===== config.mk =====
export PLATFORM = sky130hd
export DESIGN_NAME = aer_regs
export DESIGN_NICKNAME = d
export VERILOG_FILES = /design/src/design/aer_pkg.sv /design/src/design/aer_regs.sv
export SDC_FILE = /design/constraint.sdc
export NUM_CORES = 1
export LEC_CHECK = 0
export ABC_CLOCK_PERIOD_IN_PS = 5000
export BUFFER_PORTS_ARGS = -buffer_cell sky130_fd_sc_hd__buf_4
export CORE_MARGIN = 2
export CORE_UTILIZATION = 30
export CTS_CLUSTER_DIAMETER = 60
export DETAILED_ROUTE_END_ITERATION = 10
export GPL_TIMING_DRIVEN = 0
export PLACE_DENSITY = 0.63
export SLEW_MARGIN = 20
export SYNTH_ARGS = -nofsm -noshare
export SYNTH_HDL_FRONTEND = slang
export SYNTH_SLANG_ARGS = --single-unit
export TNS_END_PERCENT = 5

===== constraint.sdc =====
create_clock -name clk_i -period 5 [get_ports clk_i]
set_clock_uncertainty 0.1 [all_clocks]
set_input_delay 0.75 -clock clk_i [delete_from_list [all_inputs] [get_ports clk_i]]
set_output_delay 0.75 -clock clk_i [all_outputs]
set_load 0.005 [all_outputs]

===== src/design/aer_pkg.sv =====
// Constants, layouts and bus types for the error report register bank.
// Assumes a 32-bit classic Wishbone slave on byte addresses.
package aer_pkg;

  // ==========================================================
  // Register byte offsets
  localparam logic [7:0] OFF_UNC_STS = 8'h04;  // Uncorrectable status
  localparam logic [7:0] OFF_UNC_MSK = 8'h08;  // Uncorrectable mask
  localparam logic [7:0] OFF_UNC_SEV = 8'h0C;  // Uncorrectable severity
  localparam logic [7:0] OFF_COR_STS = 8'h10;  // Correctable status
  localparam logic [7:0] OFF_COR_MSK = 8'h14;  // Correctable mask
  localparam logic [7:0] OFF_CTL     = 8'h18;  // Capabilities and control
  localparam logic [7:0] OFF_IRQ_STS = 8'h50;  // Interrupt status
  localparam logic [7:0] OFF_IRQ_MSK = 8'h54;  // Interrupt mask

  // ==========================================================
  // Implemented bits and reset values
  localparam logic [31:0] UNC_IMPL    = 32'h005F_7010;  // Writable uncorr bits
  localparam logic [31:0] SEV_RST     = 32'h0046_2010;  // Severity reset
  localparam logic [31:0] UNC_MSK_RST = 32'h0040_0000;  // Uncorr mask reset
  localparam logic [31:0] COR_IMPL    = 32'h0000_71C1;  // Implemented corr bits
  localparam logic [31:0] WORD_ZERO   = 32'h0000_0000;  // Cleared word

  // ==========================================================
  // Control register fields
  localparam int CTL_PLP  = 11;  // Prefix log present
  localparam int CTL_MHEN = 10;  // Multi header record enable
  localparam int CTL_MHCP = 9;   // Multi header record capable
  localparam int CTL_CCE  = 8;   // Crc check enable
  localparam int CTL_CCC  = 7;   // Crc check capable
  localparam int CTL_CGE  = 6;   // Crc generation enable
  localparam int CTL_CGC  = 5;   // Crc generation capable
  localparam int PTR_W    = 5;   // First error pointer width
  localparam logic [PTR_W-1:0] PTR_RST = 5'h00;  // Pointer reset

  // Capabilities of this build
  localparam logic MHR_CAPABLE     = 1'b0;  // No multi header logging
  localparam logic CRC_CHK_CAPABLE = 1'b1;  // Checker present
  localparam logic CRC_GEN_CAPABLE = 1'b1;  // Generator present

  // ==========================================================
  // Interrupt status layout
  localparam int IRQ_W   = 3;  // Number of events
  localparam int IRQ_COR = 0;  // Correctable reported
  localparam int IRQ_NF  = 1;  // Non-fatal reported
  localparam int IRQ_FAT = 2;  // Fatal reported
  localparam logic [IRQ_W-1:0] IRQ_RST = 3'h0;  // Interrupt regs reset

  // Wishbone request from the master
  typedef struct packed {
    logic        cyc;  // Cycle
    logic        stb;  // Strobe
    logic        we;   // Write enable
    logic [7:0]  adr;  // Byte address
    logic [3:0]  sel;  // Byte selects
    logic [31:0] dat;  // Write data
  } aer_wb_req_t;

endpackage


===== src/design/aer_regs.sv =====
// Error report register bank with Wishbone slave and interrupt.
// Assumes error pulses come from logic on clk_i; rst_i is the cold reset,
// hot_rst_i and flr_i are the warm resets that sticky state ignores.
//
// Operation
// Severity one reports fatal, zero non-fatal
// Sticky fields ignore hot reset and FLR
// Severity resets one at 22,18,17,13,4
// Mandatory severity writable, unimplemented optional read-only
// Correctable sources flagged at fixed bit positions
// Correctable status resets zero, sets, write-one clears
// Masked correctable error is not reported
// Correctable mask aligned, resets zero, writable
// Prefix log present flag, read-only
// Multi header enable, zero when absent
// Multi header capable bit reports capability
// Crc check enable, reset zero
// Crc check capable read-only bit
// Crc generation enable, reset zero
// Crc generation capable read-only bit
// First error pointer, sticky, resets zero
// Masked uncorrectable error neither logged nor reported
// Uncorrectable status, write-one-to-clear flags
// Reserved bits read zero, zero writes no-op
module aer_regs
  import aer_pkg::*;
(
  input  wire logic               clk_i,          // 10 MHz clock
  input  wire logic               rst_i,          // Cold reset
  input  wire logic               hot_rst_i,      // Hot reset
  input  wire logic               flr_i,          // Function level reset
  input  wire aer_pkg::aer_wb_req_t wb_i,         // Wishbone request
  output logic [31:0]             wb_dat_o,       // Read data
  output logic                    wb_ack_o,       // Acknowledge
  input  wire logic [31:0]        unc_err_i,      // Uncorr error pulses
  input  wire logic [15:0]        cor_err_i,      // Corr error pulses
  input  wire logic               prefix_valid_i, // Prefix captured
  output logic                    err_fatal_o,    // Fatal report pulse
  output logic                    err_nonfatal_o, // Non-fatal pulse
  output logic                    err_cor_o,      // Correctable pulse
  output logic                    crc_chk_en_o,   // Crc check on
  output logic                    crc_gen_en_o,   // Crc generation on
  output logic                    multi_hdr_en_o, // Multi header on
  output logic                    irq_o           // Interrupt level
);

  // ==========================================================
  // Helper functions

  // Byte selects to bit mask
  function automatic logic [31:0] be_mask(input logic [3:0] sel);
    be_mask = {{8{sel[3]}}, {8{sel[2]}}, {8{sel[1]}}, {8{sel[0]}}};
  endfunction

  // Lowest set bit index
  function automatic logic [PTR_W-1:0] low_idx(input logic [31:0] v);
    low_idx = PTR_RST;
    for (int i = 31; i >= 0; i--) begin
      if (v[i]) begin
        low_idx = i[PTR_W-1:0];
      end
    end
  endfunction

  // ==========================================================
  // State
  logic [31:0]      unc_sts_q, unc_sts_d;  // Uncorr status
  logic [31:0]      unc_msk_q, unc_msk_d;  // Uncorr mask
  logic [31:0]      unc_sev_q, unc_sev_d;  // Severity
  logic [31:0]      cor_sts_q, cor_sts_d;  // Corr status
  logic [31:0]      cor_msk_q, cor_msk_d;  // Corr mask
  logic [PTR_W-1:0] ptr_q, ptr_d;          // First error pointer
  logic             plp_q, plp_d;          // Prefix log present
  logic             mhen_q, mhen_d;        // Multi header enable
  logic             cce_q, cce_d;          // Crc check enable
  logic             cge_q, cge_d;          // Crc generation enable
  logic [IRQ_W-1:0] irq_sts_q, irq_sts_d;  // Interrupt status
  logic [IRQ_W-1:0] irq_msk_q, irq_msk_d;  // Interrupt mask
  logic             ack_q, ack_d;          // Bus acknowledge
  logic [31:0]      dat_q, dat_d;          // Bus read data
  logic             fat_q, fat_d;          // Fatal pulse
  logic             nf_q, nf_d;            // Non-fatal pulse
  logic             cor_q, cor_d;          // Corr pulse
  logic             irq_q, irq_d;          // Interrupt level

  // Decoded bus and error terms
  logic        bus_req;   // New access this cycle
  logic        bus_wr;    // New write
  logic        bus_rd;    // New read
  logic [31:0] wmask;     // Write byte mask
  logic [31:0] wbits;     // Write ones within mask
  logic [31:0] unc_new;   // Detected uncorr errors
  logic [31:0] unc_rep;   // Unmasked uncorr errors
  logic [31:0] cor_new;   // Detected corr errors
  logic [31:0] cor_rep;   // Unmasked corr errors
  logic        ptr_free;  // Pointer free for a new error
  logic        warm;      // Hot reset or FLR
  logic [31:0] ctl_rd;    // Control register read view

  // ==========================================================
  // Decode of bus and error inputs
  always_comb begin
    bus_req  = wb_i.cyc & wb_i.stb & ~ack_q;
    bus_wr   = bus_req & wb_i.we;
    bus_rd   = bus_req & ~wb_i.we;
    wmask    = be_mask(wb_i.sel);
    wbits    = wb_i.dat & wmask;
    warm     = hot_rst_i | flr_i;
    unc_new  = unc_err_i & UNC_IMPL;
    unc_rep  = unc_new & ~unc_msk_q;
    cor_new  = {16'h0000, cor_err_i} & COR_IMPL;
    cor_rep  = cor_new & ~cor_msk_q;
    ptr_free = ~unc_sts_q[ptr_q];
    ctl_rd   = WORD_ZERO;
    ctl_rd[CTL_PLP]  = plp_q;
    ctl_rd[CTL_MHEN] = mhen_q;
    ctl_rd[CTL_MHCP] = MHR_CAPABLE;
    ctl_rd[CTL_CCE]  = cce_q;
    ctl_rd[CTL_CCC]  = CRC_CHK_CAPABLE;
    ctl_rd[CTL_CGE]  = cge_q;
    ctl_rd[CTL_CGC]  = CRC_GEN_CAPABLE;
    ctl_rd[PTR_W-1:0] = ptr_q;
  end

  // ==========================================================
  // Sticky error registers: next values
  always_comb begin
    unc_sts_d = unc_sts_q;
    unc_msk_d = unc_msk_q;
    unc_sev_d = unc_sev_q;
    cor_sts_d = cor_sts_q;
    cor_msk_d = cor_msk_q;
    ptr_d     = ptr_q;
    plp_d     = plp_q;
    mhen_d    = mhen_q;
    cce_d     = cce_q;
    cge_d     = cge_q;
    // Register writes
    if (bus_wr && wb_i.adr == OFF_UNC_STS) begin
      unc_sts_d = unc_sts_q & ~(wbits & UNC_IMPL);
    end else if (bus_wr && wb_i.adr == OFF_UNC_MSK) begin
      unc_msk_d = (unc_msk_q & ~(wmask & UNC_IMPL))
                | (wbits & UNC_IMPL);
    end else if (bus_wr && wb_i.adr == OFF_UNC_SEV) begin
      unc_sev_d = (unc_sev_q & ~(wmask & UNC_IMPL))
                | (wbits & UNC_IMPL);
    end else if (bus_wr && wb_i.adr == OFF_COR_STS) begin
      cor_sts_d = cor_sts_q & ~(wbits & COR_IMPL);
    end else if (bus_wr && wb_i.adr == OFF_COR_MSK) begin
      cor_msk_d = (cor_msk_q & ~(wmask & COR_IMPL))
                | (wbits & COR_IMPL);
    end else if (bus_wr && wb_i.adr == OFF_CTL) begin
      // Each enable follows the byte lane that carries it
      if (wmask[CTL_MHEN]) begin
        mhen_d = wb_i.dat[CTL_MHEN] & MHR_CAPABLE;
      end
      if (wmask[CTL_CCE]) begin
        cce_d = wb_i.dat[CTL_CCE] & CRC_CHK_CAPABLE;
      end
      if (wmask[CTL_CGE]) begin
        cge_d = wb_i.dat[CTL_CGE] & CRC_GEN_CAPABLE;
      end
    end
    // Detection sets status; a set wins over a clear
    unc_sts_d = unc_sts_d | unc_new;
    cor_sts_d = cor_sts_d | cor_new;
    // Capture the first unmasked error once the pointer is free
    if (ptr_free && unc_rep != WORD_ZERO) begin
      ptr_d = low_idx(unc_rep);
      plp_d = prefix_valid_i;
    end
  end

  // Sticky registers: only the cold reset acts
  always_ff @(posedge clk_i) begin
    if (rst_i) begin
      unc_sts_q <= WORD_ZERO;
      unc_msk_q <= UNC_MSK_RST;
      unc_sev_q <= SEV_RST;
      cor_sts_q <= WORD_ZERO;
      cor_msk_q <= WORD_ZERO;
      ptr_q     <= PTR_RST;
      plp_q     <= 1'b0;
      mhen_q    <= 1'b0;
      cce_q     <= 1'b0;
      cge_q     <= 1'b0;
    end else begin
      unc_sts_q <= unc_sts_d;
      unc_msk_q <= unc_msk_d;
      unc_sev_q <= unc_sev_d;
      cor_sts_q <= cor_sts_d;
      cor_msk_q <= cor_msk_d;
      ptr_q     <= ptr_d;
      plp_q     <= plp_d;
      mhen_q    <= mhen_d;
      cce_q     <= cce_d;
      cge_q     <= cge_d;
    end
  end

  // ==========================================================
  // Reporting, interrupt and bus answer: next values
  always_comb begin
    fat_d     = |(unc_rep & unc_sev_q);
    nf_d      = |(unc_rep & ~unc_sev_q);
    cor_d     = |cor_rep;
    irq_sts_d = irq_sts_q;
    irq_msk_d = irq_msk_q;
    ack_d     = bus_req;
    dat_d     = WORD_ZERO;
    // Read mux; unmapped addresses read zero
    if (bus_rd && wb_i.adr == OFF_UNC_STS) begin
      dat_d = unc_sts_q;
    end else if (bus_rd && wb_i.adr == OFF_UNC_MSK) begin
      dat_d = unc_msk_q;
    end else if (bus_rd && wb_i.adr == OFF_UNC_SEV) begin
      dat_d = unc_sev_q;
    end else if (bus_rd && wb_i.adr == OFF_COR_STS) begin
      dat_d = cor_sts_q;
    end else if (bus_rd && wb_i.adr == OFF_COR_MSK) begin
      dat_d = cor_msk_q;
    end else if (bus_rd && wb_i.adr == OFF_CTL) begin
      dat_d = ctl_rd;
    end else if (bus_rd && wb_i.adr == OFF_IRQ_STS) begin
      dat_d[IRQ_W-1:0] = irq_sts_q;
      irq_sts_d        = IRQ_RST;                        // Read clears
    end else if (bus_rd && wb_i.adr == OFF_IRQ_MSK) begin
      dat_d[IRQ_W-1:0] = irq_msk_q;
    end else if (bus_wr && wb_i.adr == OFF_IRQ_MSK && wb_i.sel[0]) begin
      irq_msk_d = wb_i.dat[IRQ_W-1:0];
    end
    // Events set sticky bits, winning over the read clear
    irq_sts_d[IRQ_COR] = irq_sts_d[IRQ_COR] | cor_d;
    irq_sts_d[IRQ_NF]  = irq_sts_d[IRQ_NF] | nf_d;
    irq_sts_d[IRQ_FAT] = irq_sts_d[IRQ_FAT] | fat_d;
    // Warm reset clears the non-sticky interrupt state
    if (warm) begin
      irq_sts_d = IRQ_RST;
      irq_msk_d = IRQ_RST;
    end
    irq_d = |(irq_sts_d & irq_msk_d);
  end

  // Non-sticky registers
  always_ff @(posedge clk_i) begin
    if (rst_i) begin
      fat_q     <= 1'b0;
      nf_q      <= 1'b0;
      cor_q     <= 1'b0;
      irq_sts_q <= IRQ_RST;
      irq_msk_q <= IRQ_RST;
      ack_q     <= 1'b0;
      dat_q     <= WORD_ZERO;
      irq_q     <= 1'b0;
    end else begin
      fat_q     <= fat_d;
      nf_q      <= nf_d;
      cor_q     <= cor_d;
      irq_sts_q <= irq_sts_d;
      irq_msk_q <= irq_msk_d;
      ack_q     <= ack_d;
      dat_q     <= dat_d;
      irq_q     <= irq_d;
    end
  end

  // ==========================================================
  // Outputs straight from flip-flops
  assign wb_dat_o       = dat_q;
  assign wb_ack_o       = ack_q;
  assign err_fatal_o    = fat_q;
  assign err_nonfatal_o = nf_q;
  assign err_cor_o      = cor_q;
  assign crc_chk_en_o   = cce_q;
  assign crc_gen_en_o   = cge_q;
  assign multi_hdr_en_o = mhen_q;
  assign irq_o          = irq_q;
endmodule


# Yosys cells after proc, flatten, opt, wreduce, memory -nomap -nowiden
# Index checks and enable logic that the tools add are counted.
dict set report classes {
  n_lt_le_gt_ge 1
  n_eq_ne 8
  n_mux 66
  n_bitwise 39
  reduce_logical 27
}
# operator n
set op_table {}
lappend op_table {{$mux 32} 10}
lappend op_table {{$and 32x32->32} 7}
lappend op_table {{$mux 5} 32}
lappend op_table {{$not 32->32} 3}
lappend op_table {{$or 32x23->32} 3}
lappend op_table {{$reduce_or 32->1} 3}
lappend op_table {{$not 15->32} 2}
lappend op_table {{$not 23->32} 2}
lappend op_table {{$or 32x15->32} 2}
lappend op_table {{$mux 3} 21}
lappend op_table {{$and 15x32->32} 1}
lappend op_table {{$and 23x32->32} 1}
lappend op_table {{$reduce_bool 32->1} 1}
lappend op_table {{$eq 8x5->1 const B} 3}
lappend op_table {{$and 23x23->23} 1}
lappend op_table {{$logic_and 1x1->1} 17}
lappend op_table {{$eq 8x4->1 const B} 2}
lappend op_table {{$eq 8x7->1 const B} 2}
lappend op_table {{$reduce_and 7->1} 2}
lappend op_table {{$mux 9} 1}
lappend op_table {{$eq 8x3->1 const B} 1}
lappend op_table {{$not 1->1} 8}
lappend op_table {{$lt 5x6->1 const B} 1}
lappend op_table {{$bmux 1 s5} 1}
lappend op_table {{8 further kinds} 14}
dict set report word_totals {
  regBits 211
}

# Logic depth before layout (Yosys ltp)
# Gate-level depths: netlist of the first run.
dict set report logic_depth {
  word_depth 34
  mapped_depth 7
  ltp_nobuf 5
}

# Worst setup path after synthesis of the first run
# No wires, ideal clock.
dict set report synth_timing {
  path_kind {in2reg}
  startpoint {in wb_i[41] in the netlist's numbering}
  endpoint {reg (tool-made name)}
  arrival_time_ns 2.124
  required_ns 4.772
  path_slack_ns 2.648
  path_stages 6
  path_cell_list {or4b_1 -> clkbuf_1 -> nor2_1 -> nand3_1 -> mux2i_1 -> nor2_1}
}
# item line_no
set synth_rtl {}
lappend synth_rtl {{start, declared} aer_regs.sv:32} ;# input wire aer_pkg::aer_wb_req_t wb_i,

# Final worst setup path of the first run
dict set report layout_timing {
  startpoint {in wb_i[40] in the netlist's numbering}
  endpoint {reg dat_q[13], in the netlist wb_dat_o[13]}
}
dict set report layout_between {
  elab_chain_cells 7
  word_cells_on_any_way 15
  cone_classes {eq/ne: 5; mux: 5; reduce/logical: 5}
}
# item line_no
set layout_rtl {}
lappend layout_rtl {{$eq 8x5->1} aer_regs.sv:220} ;# end else if (bus_rd && wb_i.adr == OFF_COR_MSK) begin
lappend layout_rtl {{$logic_and 1x1->1} aer_regs.sv:220}
lappend layout_rtl {{$mux 32} aer_regs.sv:220}
lappend layout_rtl {{$mux 32} aer_regs.sv:218} ;# end else if (bus_rd && wb_i.adr == OFF_COR_STS) begin
lappend layout_rtl {{$mux 32} aer_regs.sv:216} ;# end else if (bus_rd && wb_i.adr == OFF_UNC_SEV) begin
lappend layout_rtl {{$mux 32} aer_regs.sv:214} ;# end else if (bus_rd && wb_i.adr == OFF_UNC_MSK) begin
lappend layout_rtl {{$mux 32 *} aer_regs.sv:212} ;# if (bus_rd && wb_i.adr == OFF_UNC_STS) begin
lappend layout_rtl {{end signal, assigned} aer_regs.sv:262} ;# dat_q <= dat_d;
lappend layout_rtl {{end, declared} aer_regs.sv:80} ;# logic [31:0] dat_q, dat_d;
# Mark *: on every way between the ends. The rest lies on a longest branch, timed or not.
# A chain may end at the register's enable or synchronous reset.

==> reports/qor.tcl, run 1 <==
set qor(timing.final.crit_period_ps) 2570
set qor(synthDominantCellAreaShare_pct) 41.8
set qor(overflow) 0
set qor(syn_inst) 457
set qor(crit_required_ps) 5150
set qor(synth_edf_count) 0
set qor(netlist_top_cells_count) {dfxtp_1, nor2_1, nand2_1, a21oi_1, nand3_1}
set qor(num-nets-final) 656
set qor(number_of_optimization_iterations_in_the_first_detailed_route_pass) 5
set qor(crit_slowest_cell) {nor4_1}
set qor(max_slew.worst_pin.slew_ps) 835
set qor(run_status) {complete, no violations}
set qor(yosysWarningCount) 0
set qor(holdWs_ps) 364
set qor(first_global_vias) 3732
set qor(path_max_fanout) 7
set qor(floorplan.core_area_mm2) 0.0127
set qor(dpl.hpwl_um) 9310
set qor(drt-initial-drc-count) 461
set qor(crit_path_cell_trace) {buf_4 > nor4_1 > nand2_1 > nor2_1 > a222oi_1 > a21oi_1}
set qor(final_cell_count_no_fill) 733
set qor(routed_via_density) 5.22
set qor(vias) 3828
set qor(startpoint_type) {input pin}
set qor(ioPinCount) 140
set qor(chipWidth_um) 118
set qor(regToRegSetupSlack_ps) 2780
set qor(post_route_cells_drive_above_1_share_pct) 23.7
set qor(hold_viol) 0
set qor(dp_cells) 717
set qor(die-area_mm2) 0.0140
set qor(clk_sink_count) 82
set qor(fillerInstances) 1287
set qor(groute.usage.overall_pct) 17.3
set qor(synth-async-reset-ratio_pct) 0
set qor(antenna_violations_before_repair) 0
set qor(p_total_uw) 1610
set qor(die_height_um) 118
set qor(rsz_0062_raised_after_global_routing) {no}
set qor(buffers_added_on_ports) 75
set qor(cts_post_setup_buffers_inserted) 0
set qor(leading_cell_types_by_total_area_after_synthesis) {dfxtp_1, a21oi_1, nor2_1}
set qor(register_area_mm2) 0.00164
set qor(endpoint_kind) {register}
set qor(cts_resized) 0
set qor(clk_latency_ps) 350
set qor(clock-root-buffer) {clkbuf_16}
set qor(num_rows) 41
set qor(setup_tns_ps) 0
set qor(total_leakage_power_uw) 0.00210
set qor(clkTransAtPathRegs_ps) 60
set qor(pin_count_of_the_biggest_net_entering_global_routing) 16
set qor(avgSynthCellArea_um2) 8.59
set qor(ir_drop_v) 0.000212
set qor(crit_path_max_incr_delay_ps) 670
set qor(cts_hold_buffers) 0
set qor(netlist.top_cell.by_area) {dfxtp_1}
set qor(cts-buffers-inserted) 9
set qor(synthFlopType) {dfxtp_1}
set qor(slew_headroom_pct) 43.8
set qor(globalplace.congestion) 0.892
set qor(worstSetupPathType) {in -> reg}
set qor(ys_seq_area_share_pct) 41.8
set qor(num_antenna_cells) 0
set qor(maxClockFrequency_mhz) 389
set qor(hold_path.class) {reg -> reg}
set qor(synth.ff_latch_count) 82
set qor(wl_per_cell_um) 16.6
set qor(ctsLongestPathBuffers) 2
set qor(ctsHtreeMaxLevel) 3
set qor(timing.max_cap.violations) 0
set qor(final-setup-viol-count) 0
set qor(synthMostInstantiatedCell) {dfxtp_1}
set qor(final_antenna_net_count) 0
set qor(summed_instance_area_of_the_synthesized_netlist_mm2) 0.00392
set qor(area.growth.synth_to_final_pct) 30.0
set qor(fin_crit_share_pct) 51.4
set qor(drt-total-wl_um) 12200
set qor(initial_core_util_pct) 31.0
set qor(final-max-slew-violation-count) 0
set qor(yosys_cell_types) 70
set qor(crit_arrival_ps) 2720
set qor(multiInputGateArea_mm2) 0.00208
set qor(cts_tree) {yes}
set qor(wire_length_of_the_first_global_routing_pass_um) 19400
set qor(remaining_drc_errors) 0
set qor(pwr_density_cell_mw_per_mm2) 315
placed cells by master, fill, tap and decap left out, drive strengths merged, types with 8 or more instances in the layout:
master / instances
dfxtp: 82
nor2b: 10
a222oi: 11
nor3: 13
o21ai: 8
clkbuf: 20
a21oi: 43
nand3: 35
buf: 96
inv: 15
mux2i: 15
nand2: 48
nor2: 56
conb: 14
power by group:
group / switching (uW) / internal, uW
sequential: 13.5 / 670
clock: 285 / 493
combinational: 78.6 / 66.9
cell families after synthesis:
| kind of cell | synth area share (%) |
|---|---|
| other cells | 0.0956 |
| flops | 41.8 |
| buf+inv | 6.50 |
| compound gates | 17.3 |
| simple gates | 29.6 |
| mux | 4.69 |
path summary, 6_finish.rpt:
kind	depth (start not counted)	startpoint	endpoint
min	1	plp_q	wb_dat_o[11]
max	6	wb_i[40]	wb_dat_o[13]
max reg2reg	5	register	irq_o
min reg2reg	1	plp_q	wb_dat_o[11]
layout make-up:
cell class | instances | area share (%)
timing repair buffer | 75 | 11.0
tap | 172 | 4.22
multi-input combinational | 341 | 40.7
sequential | 82 | 32.2
clock inverter | 7 | 2.43
clock buffer | 9 | 4.42
inverter | 14 | 1.03
buffer | 33 | 3.97
metrics by stage:
| stage | util (%) | worst slack, ps | instance area, um^2 |
|---|---|---|---|
| 2_1_floorplan | - | 2650 | 3970 |
| 3_3_place_gp | 37.5 | 2140 | 4750 |
| 3_5_place_dp | 37.5 | 2170 | 4750 |
| 4_1_cts | 40.2 | 2530 | 5100 |
| 5_1_grt | 40.2 | 2320 | 5100 |
| 6_report | 40.2 | 2430 | 5100 |
worst max-delay path, delay by kind of cell:
| family | cells | cell delay, ps |
|---|---|---|
| and+or+nand+nor | 3 | 1420 |
| AOI/OAI and AO/OA | 2 | 430 |
| buffers and inverters | 1 | 120 |
layer usage:
metal	vias to the layer above	wire, um	track usage (%)
li1	1850	-	-
met1	1806	5440	22.5
met2	156	5660	27.3
met3	16	858	4.20
met4	0	230	7.53
met5	-	0	0
Note: power is estimated with default switching activity, not from simulation.
==> run 2, diff against run 1 <==
--- a/config.mk
+++ b/config.mk
@@ -5,7 +5,7 @@
 export SDC_FILE = /design/constraint.sdc
 export NUM_CORES = 1
 export LEC_CHECK = 0
-export ABC_CLOCK_PERIOD_IN_PS = 5000
+export ABC_CLOCK_PERIOD_IN_PS = 2370
 export BUFFER_PORTS_ARGS = -buffer_cell sky130_fd_sc_hd__buf_4
 export CORE_MARGIN = 2
 export CORE_UTILIZATION = 30
==> constraint.sdc (replaced) <==
create_clock -name clk_i -period 2.37 [get_ports clk_i]
set_clock_uncertainty 0.1 [all_clocks]
set_input_delay 0.3555 -clock clk_i [delete_from_list [all_inputs] [get_ports clk_i]]
set_output_delay 0.3555 -clock clk_i [all_outputs]
set_load 0.005 [all_outputs]
==> reports/qor.tcl, run 2 (same netlist as run 1, synthesis figures left out) <==
set qor(initial_core_util_pct) 31.0
set qor(layout_setup_ws_ps) 177
set qor(drt-total-wl_um) 12200
set qor(hold_path.class) {in -> reg}
set qor(p_sw_share_pct) 23.5
set qor(total_leakage_power_uw) 0.00210
set qor(timing.rr.start) {wb_ack_o}
set qor(startpoint_type) {input pin}
set qor(fin_crit_share_pct) 92.5
set qor(hold_path_depth) 3
set qor(num_rows) 41
set qor(routed_via_density) 5.24
set qor(floorplan.core_area_mm2) 0.0127
set qor(endpoint_kind) {register}
set qor(final_cell_mix) {buf_4, dfxtp_1, nor2_1}
set qor(vias) 3841
set qor(timing.max_cap.violations) 0
set qor(part_of_the_total_power_dissipated_in_sequential_elements_pct) 42.5
set qor(ir_drop_v) 0.000450
set qor(most_common_cell_after_layout_fill_and_taps_aside) {buf_4}
set qor(groute.usage.overall_pct) 17.3
set qor(slew_headroom_pct) 46.9
set qor(final_antenna_net_count) 0
set qor(cts-buffers-inserted) 9
set qor(clock-root-buffer) {clkbuf_16}
set qor(clk_sink_count) 82
set qor(path_max_fanout) 7
set qor(run_status) {complete, no violations}
set qor(dpl_worst_slack_ps) -62.8
set qor(internal_power_uw) 2590
set qor(post_route_cells_drive_above_1_share_pct) 23.9
set qor(die_height_um) 118
set qor(worstHoldStart) {cor_err_i[8]}
set qor(drt-initial-drc-count) 449
set qor(power.clock.fraction_pct) 48.4
set qor(fillerInstances) 1289
set qor(rsz_0062_raised_after_global_routing) {no}
set qor(clk_latency_ps) 350
set qor(number_of_optimization_iterations_in_the_first_detailed_route_pass) 8
set qor(remaining_drc_errors) 0
set qor(num_antenna_cells) 0
set qor(regToRegSetupSlack_ps) 210
set qor(depth_of_the_worst_register_to_register_path) 5
set qor(pin_count_of_the_biggest_net_entering_global_routing) 16
set qor(hold-path-endpoint) {cor_sts_q[8]}
set qor(crit_required_ps) 2520
set qor(ctsLongestPathBuffers) 2
set qor(overflow) 0
set qor(chipWidth_um) 118
set qor(net-switching-power_uw) 798
set qor(timing.final.crit_period_ps) 2190
set qor(clkTransAtPathRegs_ps) 60
set qor(holdWs_ps) 131
set qor(ctsHtreeMaxLevel) 3
set qor(wire_length_of_the_first_global_routing_pass_um) 19400
set qor(globalplace.congestion) 0.892
set qor(dpl.hpwl_um) 9310
set qor(area.growth.synth_to_final_pct) 30.1
set qor(final-setup-viol-count) 0
set qor(pwr_density_cell_mw_per_mm2) 664
set qor(first_global_vias) 3732
set qor(pwr-share-comb_pct) 9.1
set qor(wl_per_cell_um) 16.6
set qor(final_util_pct) 40.3
set qor(hold_viol) 0
set qor(ioPinCount) 140
set qor(num-nets-final) 656
set qor(buffers_added_on_ports) 75
set qor(worst_r2r_endpoint) {wb_dat_o[11]}
set qor(setup_tns_ps) 0
set qor(maxClockFrequency_mhz) 456
set qor(antenna_violations_before_repair) 0
set qor(crit_arrival_ps) 2340
set qor(final-max-slew-violation-count) 0
set qor(cts_tree) {yes}
set qor(die-area_mm2) 0.0140
set qor(worstSetupPathType) {in -> reg}
set qor(max_slew.worst_pin.slew_ps) 785
set qor(cts_post_setup_buffers_inserted) 0
==> run 2: cell types whose count changed in the layout (fill, tap and decap cells not counted) <==
cell | before | now
nor4_1 | 6 | 5
nor4_2 | 0 | 1
==> run 2: power groups by stage <==
stage | Sequential, uW | Combinational [uW] | Clock (uW)
final | 1440 | 308 | 1640
after global routing | 1440 | 333 | 1730
after CTS | 1440 | 305 | 1660
after detailed placement | 1470 | 303 | 0
after global placement | 1470 | 297 | 0
after floorplan | 1460 | 159 | 0
==> run 2: worst max-delay path by stage <==
stage          slack (ps)  cells past startpoint            to      from
6_report              180                      6  wb_dat_o[13]  wb_i[40]
5_1_grt                80                      6  wb_dat_o[18]  wb_i[40]
4_1_cts               110                      5         irq_o  register
3_5_place_dp          -60                      6  wb_dat_o[13]  wb_i[40]
3_3_place_gp          -90                      6  wb_dat_o[13]  wb_i[40]
2_1_floorplan         410                      6      register  wb_i[41]
==> run 2: metrics by stage <==
stage	area (um^2)	total power, uW	instances
4_1_cts	5100	3410	733
3_3_place_gp	4750	1770	717
3_5_place_dp	4750	1770	717
6_report	5110	3390	733
5_1_grt	5110	3500	733
2_1_floorplan	3970	1620	470
==> run 2: cell type report <==
cell class                 count  area (um^2)  share of cell area (%)
sequential                    82         1640                    32.1
clock inverter                 7          124                    2.43
timing repair buffer          75          563                    11.0
clock buffer                   9          225                    4.41
tap                          172          215                    4.21
buffer                        33          203                    3.97
multi-input combinational    341         2080                    40.8
inverter                      14         52.6                    1.03
==> run 2: repair_timing <==
action,4_1_cts,5_1_grt
hold buffers,0,0
endpoints found under the setup margin,0,1
resized for setup,0,1
==> run 2: layer usage <==
layer  global-route usage [%]  part of all wire (%)  wire [um]  vias to the layer above
met1                     22.5                    45       5530                     1823
li1                         -                     -          -                     1851
met3                     4.20                   6.1        750                       18
met2                     27.3                    47       5710                      149
met4                     7.53                   1.8        215                        0
met5                        0                     0          0                        -
==> run 2: critical path, cell delays in order <==
cell and delay (ps):
buf_4 120, nor4_1 680, nand2_1 220, nor2_1 530
a222oi_1 180, a21oi_1 250
==> run 3, diff against run 2 <==
--- a/config.mk
+++ b/config.mk
@@ -6,13 +6,13 @@
 export NUM_CORES = 1
 export LEC_CHECK = 0
 export ABC_CLOCK_PERIOD_IN_PS = 2370
-export BUFFER_PORTS_ARGS = -buffer_cell sky130_fd_sc_hd__buf_4
 export CORE_MARGIN = 2
 export CORE_UTILIZATION = 30
 export CTS_CLUSTER_DIAMETER = 60
 export DETAILED_ROUTE_END_ITERATION = 10
+export DONT_BUFFER_PORTS = 1
 export GPL_TIMING_DRIVEN = 0
-export PLACE_DENSITY = 0.63
+export PLACE_DENSITY = 0.54
 export SLEW_MARGIN = 20
 export SYNTH_ARGS = -nofsm -noshare
 export SYNTH_HDL_FRONTEND = slang
==> constraint.sdc (replaced) <==
create_clock -name clk_i -period 2.37 [get_ports clk_i]
set_clock_uncertainty 0.1 [all_clocks]
set_input_delay 0.3555 -clock clk_i [delete_from_list [all_inputs] [get_ports clk_i]]
set_output_delay 0.3555 -clock clk_i [all_outputs]
set_load 0.02 [all_outputs]
==> reports/qor.tcl, run 3 (same netlist as run 1, synthesis figures left out) <==
set qor(run_status) {complete, no violations}
set qor(wire_length_of_the_first_global_routing_pass_um) 18700
set qor(depth_of_the_worst_register_to_register_path) 5
set qor(final_cell_mix) {dfxtp_1, nor2_1, nand2_1}
set qor(clk_latency_ps) 340
set qor(num-nets-final) 581
set qor(p_sw_share_pct) 22.7
set qor(fillerInstances) 1299
set qor(globalplace.congestion) 0.908
set qor(num_rows) 41
set qor(ctsLongestPathBuffers) 2
set qor(part_of_the_total_power_dissipated_in_sequential_elements_pct) 46.3
set qor(die-area_mm2) 0.0140
set qor(crit_arrival_ps) 2400
set qor(cts_tree) {yes}
set qor(hold_path.class) {in -> reg}
set qor(multiInputGateArea_mm2) 0.00209
set qor(hold_path_depth) 2
set qor(clock-root-buffer) {clkbuf_16}
set qor(hold_viol) 0
set qor(timing.max_cap.violations) 0
set qor(cts_hold_buffers) 0
set qor(die_height_um) 118
set qor(worst_r2r_endpoint) {wb_dat_o[11]}
set qor(initial_core_util_pct) 31.0
set qor(crit_required_ps) 2510
set qor(clkTransAtPathRegs_ps) 60
set qor(path_max_fanout) 6
set qor(pwr_density_cell_mw_per_mm2) 693
set qor(slew_headroom_pct) 45.4
set qor(pin_count_of_the_biggest_net_entering_global_routing) 14
set qor(max_slew.worst_pin.slew_ps) 812
set qor(hold-path-endpoint) {wb_ack_o}
set qor(most_common_cell_after_layout_fill_and_taps_aside) {dfxtp_1}
set qor(endpoint_kind) {register}
set qor(area.growth.synth_to_final_pct) 14.9
set qor(vias) 3481
set qor(setup_tns_ps) 0
set qor(rsz_0062_raised_after_global_routing) {no}
set qor(ctsHtreeMaxLevel) 3
set qor(worstHoldStart) {wb_i[45]}
set qor(total_leakage_power_uw) 0.00172
set qor(timing.final.crit_period_ps) 2260
set qor(floorplan.core_area_mm2) 0.0127
set qor(final-max-slew-violation-count) 0
set qor(cts-buffers-inserted) 9
set qor(net-switching-power_uw) 709
set qor(layout_setup_ws_ps) 108
set qor(wl_per_cell_um) 18.3
set qor(post_route_cells_drive_above_1_share_pct) 11.8
set qor(drt-total-wl_um) 12000
set qor(clk_sink_count) 82
set qor(dpl.hpwl_um) 9440
set qor(register_area_mm2) 0.00164
set qor(regToRegSetupSlack_ps) 110
set qor(groute.usage.overall_pct) 17.1
set qor(remaining_drc_errors) 0
set qor(startpoint_type) {register}
set qor(chipWidth_um) 118
set qor(antenna_violations_before_repair) 0
set qor(final_antenna_net_count) 0
set qor(internal_power_uw) 2420
set qor(timing.rr.start) {wb_ack_o}
set qor(ioPinCount) 140
set qor(dpl_worst_slack_ps) 25.1
set qor(ir_drop_v) 0.000297
set qor(final-setup-viol-count) 0
set qor(worstSetupPathType) {reg -> reg}
set qor(fin_crit_share_pct) 95.4
set qor(buffers_added_on_ports) 0
set qor(routed_via_density) 5.30
set qor(first_global_vias) 3286
set qor(power.clock.fraction_pct) 46.7
set qor(num_antenna_cells) 0
set qor(number_of_optimization_iterations_in_the_first_detailed_route_pass) 6
set qor(drt-initial-drc-count) 325
set qor(overflow) 0
set qor(maxClockFrequency_mhz) 442
set qor(pwr-share-comb_pct) 7.0
==> run 3: worst max path at each step <==
stage                  startpoint           end  slack [ps]  cells after the start
finish                   wb_ack_o  wb_dat_o[11]         110                      5
global placement         wb_i[40]  wb_dat_o[17]          30                      5
CTS                      register         irq_o          80                      5
detailed placement  unc_err_i[16]         irq_o          30                      5
floorplan                wb_i[41]      register         410                      6
global route             wb_ack_o  wb_dat_o[11]          10                      5
==> run 3: critical path, stage by stage (launching register included) <==
cell,delay (ps)
dfxtp_1,420
or4bb_4,630
nor3_2,510
or3_1,270
nor3_2,80
and2_1,150
==> run 3: power groups by stage <==
| stage | Combinational, uW | Sequential [uW] | Clock [uW] |
|---|---|---|---|
| after global placement | 212 | 1480 | 0 |
| final | 219 | 1450 | 1460 |
| after floorplan | 174 | 1470 | 0 |
| after CTS | 215 | 1450 | 1490 |
| after detailed placement | 215 | 1480 | 0 |
| after global routing | 240 | 1450 | 1540 |
==> run 3: layout make-up <==
type | instances | share of cell area (%)
multi-input combinational | 341 | 46.3
tap | 172 | 4.77
clock inverter | 5 | 1.75
buffer | 33 | 4.50
inverter | 14 | 1.17
clock buffer | 10 | 5.08
sequential | 82 | 36.4
==> run 3: repair_timing <==
action | CTS | global route
endpoints found under the setup margin | 0 | 3
gates resized for setup | 0 | 2
buffers inserted | 0 | 0
==> run 3: routing by layer <==
metal | vias up | track usage [%] | wire length, um
li1 | 1705 | - | -
met1 | 1655 | 22.3 | 5240
met2 | 109 | 27.0 | 5590
met3 | 12 | 5.12 | 1040
met4 | 0 | 5.72 | 161
met5 | - | 0 | 0
==> run 3: through the flow <==
| stage | utilization (%) | power (uW) | instance area [um^2] | hold WS (ps) | std cells |
|---|---|---|---|---|---|
| after floorplan | - | 1640 | 3970 | 323 | 470 |
| after global placement | 33.1 | 1690 | 4190 | 362 | 642 |
| after detailed placement | 33.1 | 1690 | 4190 | 365 | 642 |
| after CTS | 35.5 | 3150 | 4500 | 16.9 | 657 |
| after global routing | 35.6 | 3230 | 4510 | 23.7 | 657 |
| final | 35.6 | 3130 | 4510 | 25.6 | 657 |
